--- src/inc/readout_params.svh ---
// timing constants for the sensor row/column sequencer
// assumes a 4 ns core clock; every count rounds a least time up to whole cycles
`ifndef READOUT_PARAMS_SVH
`define READOUT_PARAMS_SVH

`define CLK_PERIOD_NS   4
`define NS_TO_CYC(ns)   (((ns) + `CLK_PERIOD_NS - 1) / `CLK_PERIOD_NS)

// row sequence times in ns
`define ROW_CLK_NS      500
`define SEL_WAIT_NS     1400
`define SAMPLE_NS       400
`define RST_GAP_NS      100
`define RST_WIDTH_NS    100
`define R_LEAD_NS       400
`define LR_LEAD_NS      100
`define LR_MARGIN_NS    100
`define CAL_DELAY_NS    2000
`define CAL_WIDTH_NS    1000

// start address load times in ns
`define ADDR_SETUP_NS   10
`define LOAD_WIDTH_NS   20
`define ADDR_HOLD_NS    10

// column times in ns; sync lag in core cycles
`define COL_HIGH_NS     40
`define COL_LOW_NS      160
`define ADC_VALID_NS    125
`define SYNC_LAG_CYC    2

// derived cycle counts
`define ROW_CLK_CYC     `NS_TO_CYC(`ROW_CLK_NS)
`define SEL_WAIT_CYC    `NS_TO_CYC(`SEL_WAIT_NS)
`define SAMPLE_CYC      `NS_TO_CYC(`SAMPLE_NS)
`define RST_GAP_CYC     `NS_TO_CYC(`RST_GAP_NS)
`define RST_WIDTH_CYC   `NS_TO_CYC(`RST_WIDTH_NS)
`define R_LEAD_CYC      `NS_TO_CYC(`R_LEAD_NS)
`define LR_LEAD_CYC     `NS_TO_CYC(`LR_LEAD_NS)
`define LR_MARGIN_CYC   `NS_TO_CYC(`LR_MARGIN_NS)
`define CAL_ON_CYC      `NS_TO_CYC(`CAL_DELAY_NS)
`define CAL_OFF_CYC     (`CAL_ON_CYC + `NS_TO_CYC(`CAL_WIDTH_NS))
`define ADDR_SETUP_CYC  `NS_TO_CYC(`ADDR_SETUP_NS)
`define LOAD_WIDTH_CYC  `NS_TO_CYC(`LOAD_WIDTH_NS)
`define ADDR_HOLD_CYC   `NS_TO_CYC(`ADDR_HOLD_NS)
`define COL_HIGH_CYC    `NS_TO_CYC(`COL_HIGH_NS)
`define COL_LOW_CYC     `NS_TO_CYC(`COL_LOW_NS)
`define ADC_SAMPLE_CYC  (`NS_TO_CYC(`ADC_VALID_NS) + `SYNC_LAG_CYC)

`endif

--- src/inc/readout_pkg.sv ---
// types shared by the sensor readout sequencer and its helpers
// assumes the timing header supplies all constants
package readout_pkg;

  typedef logic [8:0]  addr_t;
  typedef logic [9:0]  pix_t;
  typedef logic [9:0]  count_t;
  typedef logic [15:0] tick_t;

  typedef enum logic [4:0] {
    IDLE, LD_SETUP, LD_PULSE, LD_HOLD, ROW_CLK, SEL_WAIT, S_HI, RST1_GAP,
    RST1, R_WAIT, R_HI, LR_GAP, LR_PRE, RST2, LR_POST, COL_HI, COL_LO
  } seq_state_t;

  typedef struct packed {
    logic [12:0] s1;
    logic [12:0] s2;
  } sync_t;

  typedef struct packed {
    tick_t cnt;
  } timer_t;

  typedef struct packed {
    seq_state_t state;
    logic       ld_y;
    count_t     row;
    count_t     pix;
    logic       x_valid;
    addr_t      x_loaded;
    logic       cal_run;
    count_t     cal_cnt;
    logic       rd_clk;
    logic       sh_clk;
    logic       rd_pre;
    logic       sh_pre;
    logic       samp_sig;
    logic       samp_rst;
    logic       rst;
    logic       lr;
    logic       col_clk;
    logic       col_pre;
    logic       ld_x;
    logic       ld_yp;
    addr_t      addr;
    logic       trim;
    logic       arr_en;
    pix_t       pix_data;
    logic       pix_valid;
    logic       frame_start;
    logic       busy;
    logic [2:0] end_prev;
    logic [2:0] end_pulse;
  } ctl_t;

endpackage : readout_pkg

--- src/logic/pin_sync.sv ---
// two-flop synchroniser for the sensor's returning pins
// assumes nothing but the core clock; stage one feeds stage two only
`timescale 1ns/1ps
module pin_sync
(
  // clock and reset
  input  wire logic        core_clk_i,
  input  wire logic        reset_n_i,
  // pins in, synchronised out
  input  wire logic [12:0] pins_i,
  output logic      [12:0] pins_o
);
  import readout_pkg::*;

  sync_t st;
  sync_t next_st;

  always_comb
  begin
    next_st    = st;
    next_st.s1 = pins_i;
    next_st.s2 = st.s1;
  end

  always_ff @(posedge core_clk_i or negedge reset_n_i)
  begin
    if (!reset_n_i)
      st <= '0;
    else
      st <= next_st;
  end

  assign pins_o = st.s2;

endmodule : pin_sync

--- src/logic/phase_timer.sv ---
// down counter that times each phase of the sequencer
// assumes a load count of at least one; done marks the last cycle of a phase
`timescale 1ns/1ps
module phase_timer
(
  // clock and reset
  input  wire logic               core_clk_i,
  input  wire logic               reset_n_i,
  // control
  input  wire logic               load_i,
  input  wire readout_pkg::tick_t count_i,
  // status
  output readout_pkg::tick_t      count_o,
  output logic                    done_o
);
  import readout_pkg::*;

  timer_t st;
  timer_t next_st;

  always_comb
  begin
    next_st = st;
    if (load_i)
      next_st.cnt = count_i - 16'h0001;
    else if (st.cnt != 16'h0000)
      next_st.cnt = st.cnt - 16'h0001;
  end

  always_ff @(posedge core_clk_i or negedge reset_n_i)
  begin
    if (!reset_n_i)
      st <= '0;
    else
      st <= next_st;
  end

  assign count_o = st.cnt;
  assign done_o  = (st.cnt == 16'h0000);

endmodule : phase_timer

--- src/logic/image_sensor_readout_sequencer.sv ---
// controller that drives row, column, load and offset pins of a line-scan
// sensor with electronic shutter and collects its converted pixels.
// assumes a 250 MHz core clock, stable window settings while running, and
// sensor outputs that are asynchronous to this clock.
//
// Function
// - read and shutter presets once per frame, same row slot; both in row 0 when delay is 0 or not below height.
// - shutter preset leads read preset by the delay line count.
// - offset trim on the first row, 2 us after read preset.
// - wait at least 1.4 us after row selection before any pixel.
// - read no pixels between first sample rise and row-side select fall.
// - first sample falls at least 1.8 us after row clock fall.
// - first sample falls at least 1.8 us after a read preset.
// - each sampling pulse lasts at least 0.4 us.
// - row-side select overlaps second reset both sides; reset at least 0.1 us.
// - second sample falls at least 0.8 us after reset falls.
// - row reset rises at least 20 ns after first sample falls.
// - row clock falls no earlier than row-side select falls.
// - offset trim at least 100 ns wide, once per frame.
// - row-side select rises at least 40 ns after second sample falls.
// - first sample falls at least 0.1 us after row clock rises.
// - address on shared bus, load strobe at least 20 ns, used at preset.
// - load X in row idle, Y before the frame; skip unchanged X values, Y is loaded every frame.
// - offset trim high routes dark reference; done each frame.
// - pointers wrap to the first window row through their presets.
`timescale 1ns/1ps
`include "readout_params.svh"
module image_sensor_readout_sequencer
(
  // clock and reset
  input  wire logic                core_clk_i,
  input  wire logic                reset_n_i,
  // user control
  input  wire logic                run_i,
  input  wire readout_pkg::addr_t  x_start_i,
  input  wire readout_pkg::addr_t  y_start_i,
  input  wire readout_pkg::count_t width_i,
  input  wire readout_pkg::count_t height_i,
  input  wire readout_pkg::count_t delay_lines_i,
  // user results
  output readout_pkg::pix_t        pixel_data_o,
  output logic                     pixel_valid_o,
  output logic                     frame_start_o,
  output logic                     busy_o,
  output logic                     column_end_pulse_o,
  output logic                     read_row_end_pulse_o,
  output logic                     shutter_row_end_pulse_o,
  // sensor row pins
  output logic                     read_row_clock_o,
  output logic                     shutter_row_clock_o,
  output logic                     read_row_preset_o,
  output logic                     shutter_row_preset_o,
  output logic                     sample_signal_o,
  output logic                     sample_reset_o,
  output logic                     row_reset_o,
  output logic                     row_side_select_o,
  // sensor column and converter pins
  output logic                     column_clock_o,
  output logic                     column_preset_o,
  output logic                     adc_clock_o,
  // sensor load and misc pins
  output readout_pkg::addr_t       start_addr_o,
  output logic                     x_start_load_o,
  output logic                     y_start_load_o,
  output logic                     offset_trim_o,
  output logic                     array_enable_o,
  // sensor returns
  input  wire logic                column_chain_end_flag_i,
  input  wire logic                read_row_end_flag_i,
  input  wire logic                shutter_row_end_flag_i,
  input  wire readout_pkg::pix_t   adc_data_i
);
  import readout_pkg::*;

  // ----------------------------------------------------------------
  // helpers
  // ----------------------------------------------------------------

  // row in which the shutter preset goes so that it leads by delay rows
  function automatic count_t shutter_row(count_t h, count_t d);
    count_t r;
    r = 10'h000;
    if (d != 10'h000 && d < h)
      r = h - d;
    return r;
  endfunction : shutter_row

  // start a row: both row clocks rise together, presets ride on them
  function automatic ctl_t row_enter(ctl_t s, count_t shut);
    ctl_t r;
    r             = s;
    r.state       = ROW_CLK;
    r.rd_clk      = 1'b1;
    r.sh_clk      = 1'b1;
    r.rd_pre      = (s.row == 10'h000);
    r.sh_pre      = (s.row == shut);
    r.frame_start = (s.row == 10'h000);
    return r;
  endfunction : row_enter

  // ----------------------------------------------------------------
  // input synchroniser and phase timer
  // ----------------------------------------------------------------

  logic [12:0] in_sync;
  logic        tmr_load;
  tick_t       tmr_count;
  tick_t       tmr_cnt;
  logic        tmr_done;
  count_t      shut;

  pin_sync u_sync
  (
    .core_clk_i (core_clk_i),
    .reset_n_i  (reset_n_i),
    .pins_i     ({column_chain_end_flag_i, read_row_end_flag_i,
                  shutter_row_end_flag_i, adc_data_i}),
    .pins_o     (in_sync)
  );

  phase_timer u_timer
  (
    .core_clk_i (core_clk_i),
    .reset_n_i  (reset_n_i),
    .load_i     (tmr_load),
    .count_i    (tmr_count),
    .count_o    (tmr_cnt),
    .done_o     (tmr_done)
  );

  // ----------------------------------------------------------------
  // sequencer
  // ----------------------------------------------------------------

  ctl_t st;
  ctl_t next_st;

  assign shut = shutter_row(height_i, delay_lines_i);

  always_comb
  begin
    next_st             = st;
    tmr_load            = 1'b0;
    tmr_count           = 16'h0001;
    next_st.pix_valid   = 1'b0;
    next_st.frame_start = 1'b0;
    next_st.arr_en      = 1'b1;
    next_st.end_prev    = in_sync[12:10];
    next_st.end_pulse   = in_sync[12:10] & ~st.end_prev;

    if (st.cal_run)
    begin
      next_st.cal_cnt = st.cal_cnt + 10'h001;
      if (st.cal_cnt == 10'(`CAL_ON_CYC - 1))
        next_st.trim = 1'b1;
      if (st.cal_cnt == 10'(`CAL_OFF_CYC - 1))
      begin
        next_st.trim    = 1'b0;
        next_st.cal_run = 1'b0;
      end
    end

    unique case (st.state)
      IDLE:
      begin
        if (run_i)
        begin
          next_st.row   = 10'h000;
          next_st.ld_y  = 1'b1;
          next_st.addr  = y_start_i;
          next_st.state = LD_SETUP;
          tmr_load      = 1'b1;
          tmr_count     = 16'(`ADDR_SETUP_CYC);
        end
      end
      LD_SETUP:
      begin
        if (tmr_done)
        begin
          next_st.ld_yp = st.ld_y;
          next_st.ld_x  = !st.ld_y;
          next_st.state = LD_PULSE;
          tmr_load      = 1'b1;
          tmr_count     = 16'(`LOAD_WIDTH_CYC);
        end
      end
      LD_PULSE:
      begin
        if (tmr_done)
        begin
          next_st.ld_yp = 1'b0;
          next_st.ld_x  = 1'b0;
          next_st.state = LD_HOLD;
          tmr_load      = 1'b1;
          tmr_count     = 16'(`ADDR_HOLD_CYC);
        end
      end
      LD_HOLD:
      begin
        if (tmr_done && st.ld_y)
        begin
          next_st   = row_enter(next_st, shut);
          tmr_load  = 1'b1;
          tmr_count = 16'(`ROW_CLK_CYC);
        end
        else if (tmr_done)
        begin
          next_st.x_loaded = st.addr;
          next_st.x_valid  = 1'b1;
          next_st.col_clk  = 1'b1;
          next_st.col_pre  = 1'b1;
          next_st.state    = COL_HI;
          tmr_load         = 1'b1;
          tmr_count        = 16'(`COL_HIGH_CYC);
        end
      end
      ROW_CLK:
      begin
        if (tmr_done)
        begin
          next_st.rd_clk = 1'b0;
          next_st.sh_clk = 1'b0;
          next_st.rd_pre = 1'b0;
          next_st.sh_pre = 1'b0;
          if (st.rd_pre)
          begin
            next_st.cal_run = 1'b1;
            next_st.cal_cnt = 10'h000;
          end
          next_st.state = SEL_WAIT;
          tmr_load      = 1'b1;
          tmr_count     = 16'(`SEL_WAIT_CYC);
        end
      end
      SEL_WAIT:
      begin
        if (tmr_done)
        begin
          next_st.samp_sig = 1'b1;
          next_st.state    = S_HI;
          tmr_load         = 1'b1;
          tmr_count        = 16'(`SAMPLE_CYC);
        end
      end
      S_HI:
      begin
        if (tmr_done)
        begin
          next_st.samp_sig = 1'b0;
          next_st.state    = RST1_GAP;
          tmr_load         = 1'b1;
          tmr_count        = 16'(`RST_GAP_CYC);
        end
      end
      RST1_GAP:
      begin
        if (tmr_done)
        begin
          next_st.rst   = 1'b1;
          next_st.state = RST1;
          tmr_load      = 1'b1;
          tmr_count     = 16'(`RST_WIDTH_CYC);
        end
      end
      RST1:
      begin
        if (tmr_done)
        begin
          next_st.rst   = 1'b0;
          next_st.state = R_WAIT;
          tmr_load      = 1'b1;
          tmr_count     = 16'(`R_LEAD_CYC);
        end
      end
      R_WAIT:
      begin
        if (tmr_done)
        begin
          next_st.samp_rst = 1'b1;
          next_st.state    = R_HI;
          tmr_load         = 1'b1;
          tmr_count        = 16'(`SAMPLE_CYC);
        end
      end
      R_HI:
      begin
        if (tmr_done)
        begin
          next_st.samp_rst = 1'b0;
          next_st.state    = LR_GAP;
          tmr_load         = 1'b1;
          tmr_count        = 16'(`LR_LEAD_CYC);
        end
      end
      LR_GAP:
      begin
        if (tmr_done)
        begin
          next_st.lr    = 1'b1;
          next_st.state = LR_PRE;
          tmr_load      = 1'b1;
          tmr_count     = 16'(`LR_MARGIN_CYC);
        end
      end
      LR_PRE:
      begin
        if (tmr_done)
        begin
          next_st.rst   = 1'b1;
          next_st.state = RST2;
          tmr_load      = 1'b1;
          tmr_count     = 16'(`RST_WIDTH_CYC);
        end
      end
      RST2:
      begin
        if (tmr_done)
        begin
          next_st.rst   = 1'b0;
          next_st.state = LR_POST;
          tmr_load      = 1'b1;
          tmr_count     = 16'(`LR_MARGIN_CYC);
        end
      end
      LR_POST:
      begin
        if (tmr_done)
        begin
          next_st.lr  = 1'b0;
          next_st.pix = 10'h000;
          tmr_load    = 1'b1;
          if (!st.x_valid || st.x_loaded != x_start_i)
          begin
            next_st.ld_y  = 1'b0;
            next_st.addr  = x_start_i;
            next_st.state = LD_SETUP;
            tmr_count     = 16'(`ADDR_SETUP_CYC);
          end
          else
          begin
            next_st.col_clk = 1'b1;
            next_st.col_pre = 1'b1;
            next_st.state   = COL_HI;
            tmr_count       = 16'(`COL_HIGH_CYC);
          end
        end
      end
      COL_HI:
      begin
        if (tmr_done)
        begin
          next_st.col_clk = 1'b0;
          next_st.col_pre = 1'b0;
          next_st.state   = COL_LO;
          tmr_load        = 1'b1;
          tmr_count       = 16'(`COL_LOW_CYC);
        end
      end
      COL_LO:
      begin
        if (tmr_cnt == 16'(`COL_LOW_CYC - 1 - `ADC_SAMPLE_CYC))
        begin
          next_st.pix_data  = in_sync[9:0];
          next_st.pix_valid = 1'b1;
        end
        if (tmr_done)
        begin
          next_st.pix = st.pix + 10'h001;
          tmr_load    = 1'b1;
          if (10'(st.pix + 10'h001) != width_i)
          begin
            next_st.col_clk = 1'b1;
            next_st.state   = COL_HI;
            tmr_count       = 16'(`COL_HIGH_CYC);
          end
          else if (st.row == 10'(height_i - 10'h001))
          begin
            next_st.row   = 10'h000;
            next_st.ld_y  = 1'b1;
            next_st.addr  = y_start_i;
            next_st.state = run_i ? LD_SETUP : IDLE;
            tmr_count     = 16'(`ADDR_SETUP_CYC);
          end
          else
          begin
            next_st.row = st.row + 10'h001;
            next_st     = row_enter(next_st, shut);
            tmr_count   = 16'(`ROW_CLK_CYC);
          end
        end
      end
    endcase

    next_st.busy = (next_st.state != IDLE);
  end

  always_ff @(posedge core_clk_i or negedge reset_n_i)
  begin
    if (!reset_n_i)
      st <= '0;
    else
      st <= next_st;
  end

  // ----------------------------------------------------------------
  // outputs, each straight from the state register
  // ----------------------------------------------------------------

  assign pixel_data_o            = st.pix_data;
  assign pixel_valid_o           = st.pix_valid;
  assign frame_start_o           = st.frame_start;
  assign busy_o                  = st.busy;
  assign column_end_pulse_o      = st.end_pulse[2];
  assign read_row_end_pulse_o    = st.end_pulse[1];
  assign shutter_row_end_pulse_o = st.end_pulse[0];
  assign read_row_clock_o        = st.rd_clk;
  assign shutter_row_clock_o     = st.sh_clk;
  assign read_row_preset_o       = st.rd_pre;
  assign shutter_row_preset_o    = st.sh_pre;
  assign sample_signal_o         = st.samp_sig;
  assign sample_reset_o          = st.samp_rst;
  assign row_reset_o             = st.rst;
  assign row_side_select_o       = st.lr;
  assign column_clock_o          = st.col_clk;
  assign column_preset_o         = st.col_pre;
  // converter clock shares the column clock flop, so its fall marks each pixel
  assign adc_clock_o             = st.col_clk;
  assign start_addr_o            = st.addr;
  assign x_start_load_o          = st.ld_x;
  assign y_start_load_o          = st.ld_yp;
  assign offset_trim_o           = st.trim;
  assign array_enable_o          = st.arr_en;

endmodule : image_sensor_readout_sequencer

--- config.mk ---
export PLATFORM = sky130hd
export DESIGN_NAME = image_sensor_readout_sequencer
export DESIGN_NICKNAME = d
export VERILOG_FILES = /design/src/inc/readout_pkg.sv /design/src/logic/pin_sync.sv /design/src/logic/phase_timer.sv /design/src/logic/image_sensor_readout_sequencer.sv
export VERILOG_INCLUDE_DIRS = /design/src /design/src/inc
export SDC_FILE = /design/constraint.sdc
export NUM_CORES = 1
export LEC_CHECK = 0
export BUFFER_PORTS_ARGS = -buffer_cell sky130_fd_sc_hd__buf_2
export CORE_AREA = 2 2 126 128
export CTS_CLUSTER_SIZE = 10
export DETAILED_ROUTE_END_ITERATION = 16
export DIE_AREA = 0 0 128 130
export PLACE_DENSITY_LB_ADDON = 0.3
export RECOVER_POWER = 100
export SYNTH_ARGS = -nofsm -noshare
export SYNTH_HDL_FRONTEND = slang
export SYNTH_HIERARCHICAL = 1
export SYNTH_SLANG_ARGS = --single-unit
export TNS_END_PERCENT = 20
--- constraint.sdc ---
create_clock -name core_clk_i -period 14.8 [get_ports core_clk_i]
set_input_delay 0.74 -clock core_clk_i [delete_from_list [all_inputs] [get_ports core_clk_i]]
set_output_delay 0.74 -clock core_clk_i [all_outputs]
set_load 0.05 [all_outputs]
==> flow_summary.ini <==
[synth]
yosysTopAreaCell = dfrtp_1
synthFlopType = dfrtp_1
synth_cell_types = 87
synth_edf_count = 0
synthTopCellsByArea = dfrtp_1 (39%), xnor2_1 (4.9%), xor2_1 (4.4%), mux2_2 (4.0%), nand2_1 (3.4%)
ys_seq_area_share_pct = 38.58
syn_inst = 931
synthesis.area_um2 = 8433
synth_seq_cells = 130
yosysTopAreaCellShare_pct = 38.58
async_reset_ff_share_pct = 100.0
synth_area_per_cell_um2 = 9.058
ys_warn_count = 6

[detailed_routing]
post_drt_wl_per_cell_um = 16.31
drt_iter0_drc = 732
drc = 0
first_pass_iters = 5
routed_wirelength_mm = 19.67
vias_per_cell = 5.947
via_count = 7172
drtAntennaViolNets = 0

[cells_and_area]
mostFrequentLayoutCells = dfrtp_1 (130), nand2_1 (77), nor2_1 (69), buf_2 (61), o21ai_0 (55)
final_util_pct = 61.00
final_nets = 1085
drive_gt1_share_pct = 13.81
stdcell_area_um2 = 9409
mostFrequentLayoutCell = dfrtp_1
area_delta_synth_final_pct = 11.57
diodes = 0

[outcome]
status = finished with violations
violations = max-capacitance violations, max-slew violations

[timing]
rsz0062_at_grt = no
fin_crit_ns = 6.296
tightest_slew_ns = 3.520
maxSlewHeadroom_pct = -134.7
drv_slew = 133
skew_ns = 0.01123
fmax_ghz = 0.1588
setup_tns_ns = 0
setup_viol = 0
final_hold_viol_count = 0
fin_crit_sh_pct = 42.54

[power_and_ir_drop]
power.density_nw_per_um2 = 113.0
power_leakage_uw = 0.003998
vdd_drop_max_mv = 0.07606

[grt]
antenna_found_initial = 0
grt_pass1_vias = 6718
grt_max_degree = 69
grt_overflow_total = 0
grt_pass1_wl_mm = 32.71
grt_util_all_layers_pct = 24.44

[worst_setup_path]
critical_path_depth = 15
crit_chain = or4_1, or4_1, inv_1, clkbuf_1, clkinv_1, nor2_1, and3_1, a31oi_1, nand2_1, a21o_1, nor3_1, a32oi_1, a2111oi_0, xnor2_1, o22ai_2
r2r-end = u_timer/count_o[13]
crit_path_max_incr_delay_ns = 0.86
r2r_cells = 15
cp-start-kind = flop
crit_arrival_ns = 6.58
crit_family = simple AND/OR/NAND/NOR gates
path_common_cell = or4_1
crit_path_end_kind = flop
reg2reg_from = u_timer/count_o[11]
critPathCapture = u_timer/count_o[13]
cp_max_fo = 27
cp_slowest_cell = clkbuf_1
crit_path_start = u_timer/count_o[11]
cp.required_ns = 15.09
setup.worst_path.class = flop to flop
critical_path_buf_inv_count = 3
r2r_setup_slack_ns = 8.50

[place]
place_area_um2 = 8922
portBuffers = 103
dp.final_hpwl_mm = 14.17
gp_congestion = 0.8932

[hold_path]
hold_path.class = flop to flop
worstHoldStart = u_sync/next_st[0]

[clock_tree]
path_clk_slew_ns = 0.06
cts_setup_buffers = 0
ctsResizeCount = 0
cts_made_buffers = 17
ctsHoldBuffers = 0
clk_path_buf_depth = 2
cts_max_level = 4
cts_tree = done
clockRootBuffer = clkbuf_16
clock_latency_ns = 0.42
clkSinkCount = 130

[die]
dieWidth_um = 128
rows = 46
die_y_um = 130
die_area_um2 = 16640
start_util_pct = 54.67
core_area_um2 = 15420
io_pins = 104

[job]
maxCapViolCount = 2
## cells by family (layout without fill, tap and decap cells)
family / after synthesis / in the layout / share of synthesized area, %
mux: 36 / 36 / 4.718
other cells: 2 / 18 / 0.08905
compound gates: 224 / 224 / 18.29
simple gates: 323 / 323 / 19.96
xor+xnor: 90 / 90 / 9.510
fa+ha+maj: 19 / 19 / 2.908
buf+inv: 107 / 174 / 5.950
flops: 130 / 130 / 38.58
## metal layers
metal,wire (um),vias to the layer above,track usage (%)
li1,-,3480,-
met3,1139,21,4.674
met2,9248,242,39.41
met5,0,-,0
met1,9018,3429,33.65
met4,258,0,7.692
## synthesized netlist by cell type (5+ instances only)
master,count
o22ai_1,16
xor2_1,42
a21oi_1,36
a22o_1,11
buf_4,22
ha_1,18
nor2_1,69
buf_1,7
nand2_1,77
nor3b_1,6
inv_1,32
nor3_1,30
mux2i_1,6
or3_1,12
o21ai_1,11
o211ai_1,11
nand3_1,28
and3_1,8
nand2b_1,10
nor4_1,11
clkbuf_1,34
and2_1,5
nand4_1,19
a211oi_1,15
buf_2,8
o21a_1,5
nor2b_1,15
o31ai_1,9
a31oi_1,12
mux2_2,30
dfrtp_1,130
or4_1,8
xnor2_1,47
a21o_1,8
o21ai_0,45
## through the flow
stage          hold slack, ns  power (uW)  instances  setup slack (ns)
2_1_floorplan          0.3312       602.0        947             10.09
3_3_place_gp           0.3314       654.0       1175             9.748
3_5_place_dp           0.3355       658.6       1175             9.594
4_1_cts                0.2979        1075       1206             9.866
5_1_grt                0.3509        1117       1206             7.549
6_report               0.3454        1063       1206             8.504
## worst reg2reg max path, cell delays in order, from the launching register on
cell and delay (ns):
dfrtp_1 0.43, or4_1 0.52, or4_1 0.60, inv_1 0.10, clkbuf_1 0.86, clkinv_1 0.62, nor2_1 0.50, and3_1 0.44
a31oi_1 0.17, nand2_1 0.28, a21o_1 0.19, nor3_1 0.09, a32oi_1 0.70, a2111oi_0 0.30, xnor2_1 0.25, o22ai_2 0.10
## worst min-delay path by stage
stage          cells after the start                end  slack [ns]
6_report                           0   u_sync/pins_o[0]        0.35
4_1_cts                            1  u_sync/pins_o[11]        0.30
3_3_place_gp                       0   u_sync/pins_o[7]        0.33
5_1_grt                            0   u_sync/pins_o[0]        0.35
2_1_floorplan                      0   u_sync/pins_o[0]        0.33
3_5_place_dp                       0   u_sync/pins_o[3]        0.34
## registers in the layout, summed over array words and instances, names as in the netlist, 9 cells and up
register and cells:
st 50, u_sync/next_st 13, pixel_data_o 10, u_timer/count_o 16, start_addr_o 9, u_sync/pins_o 13
## power by group
group / total [uW] / internal [uW] / switching (uW) / leakage, uW
combinational: 215 / 90.1 / 125 / 0.00205
sequential: 435 / 388 / 47.4 / 0.00167
clock: 413 / 249 / 163 / 0.000278
## area by class of cell
| class | instances | area [um^2] |
|---|---|---|
| clock buffer | 17 | 425.4 |
| clock inverter | 14 | 156.4 |
| fill | 1372 | 6016 |
| inverter | 35 | 131.4 |
| multi-input combinational | 710 | 4710 |
| sequential | 130 | 3253 |
| tap | 192 | 240.2 |
| timing repair buffer | 108 | 493.0 |
No activity file was read; power rests on OpenSTA's default activity.
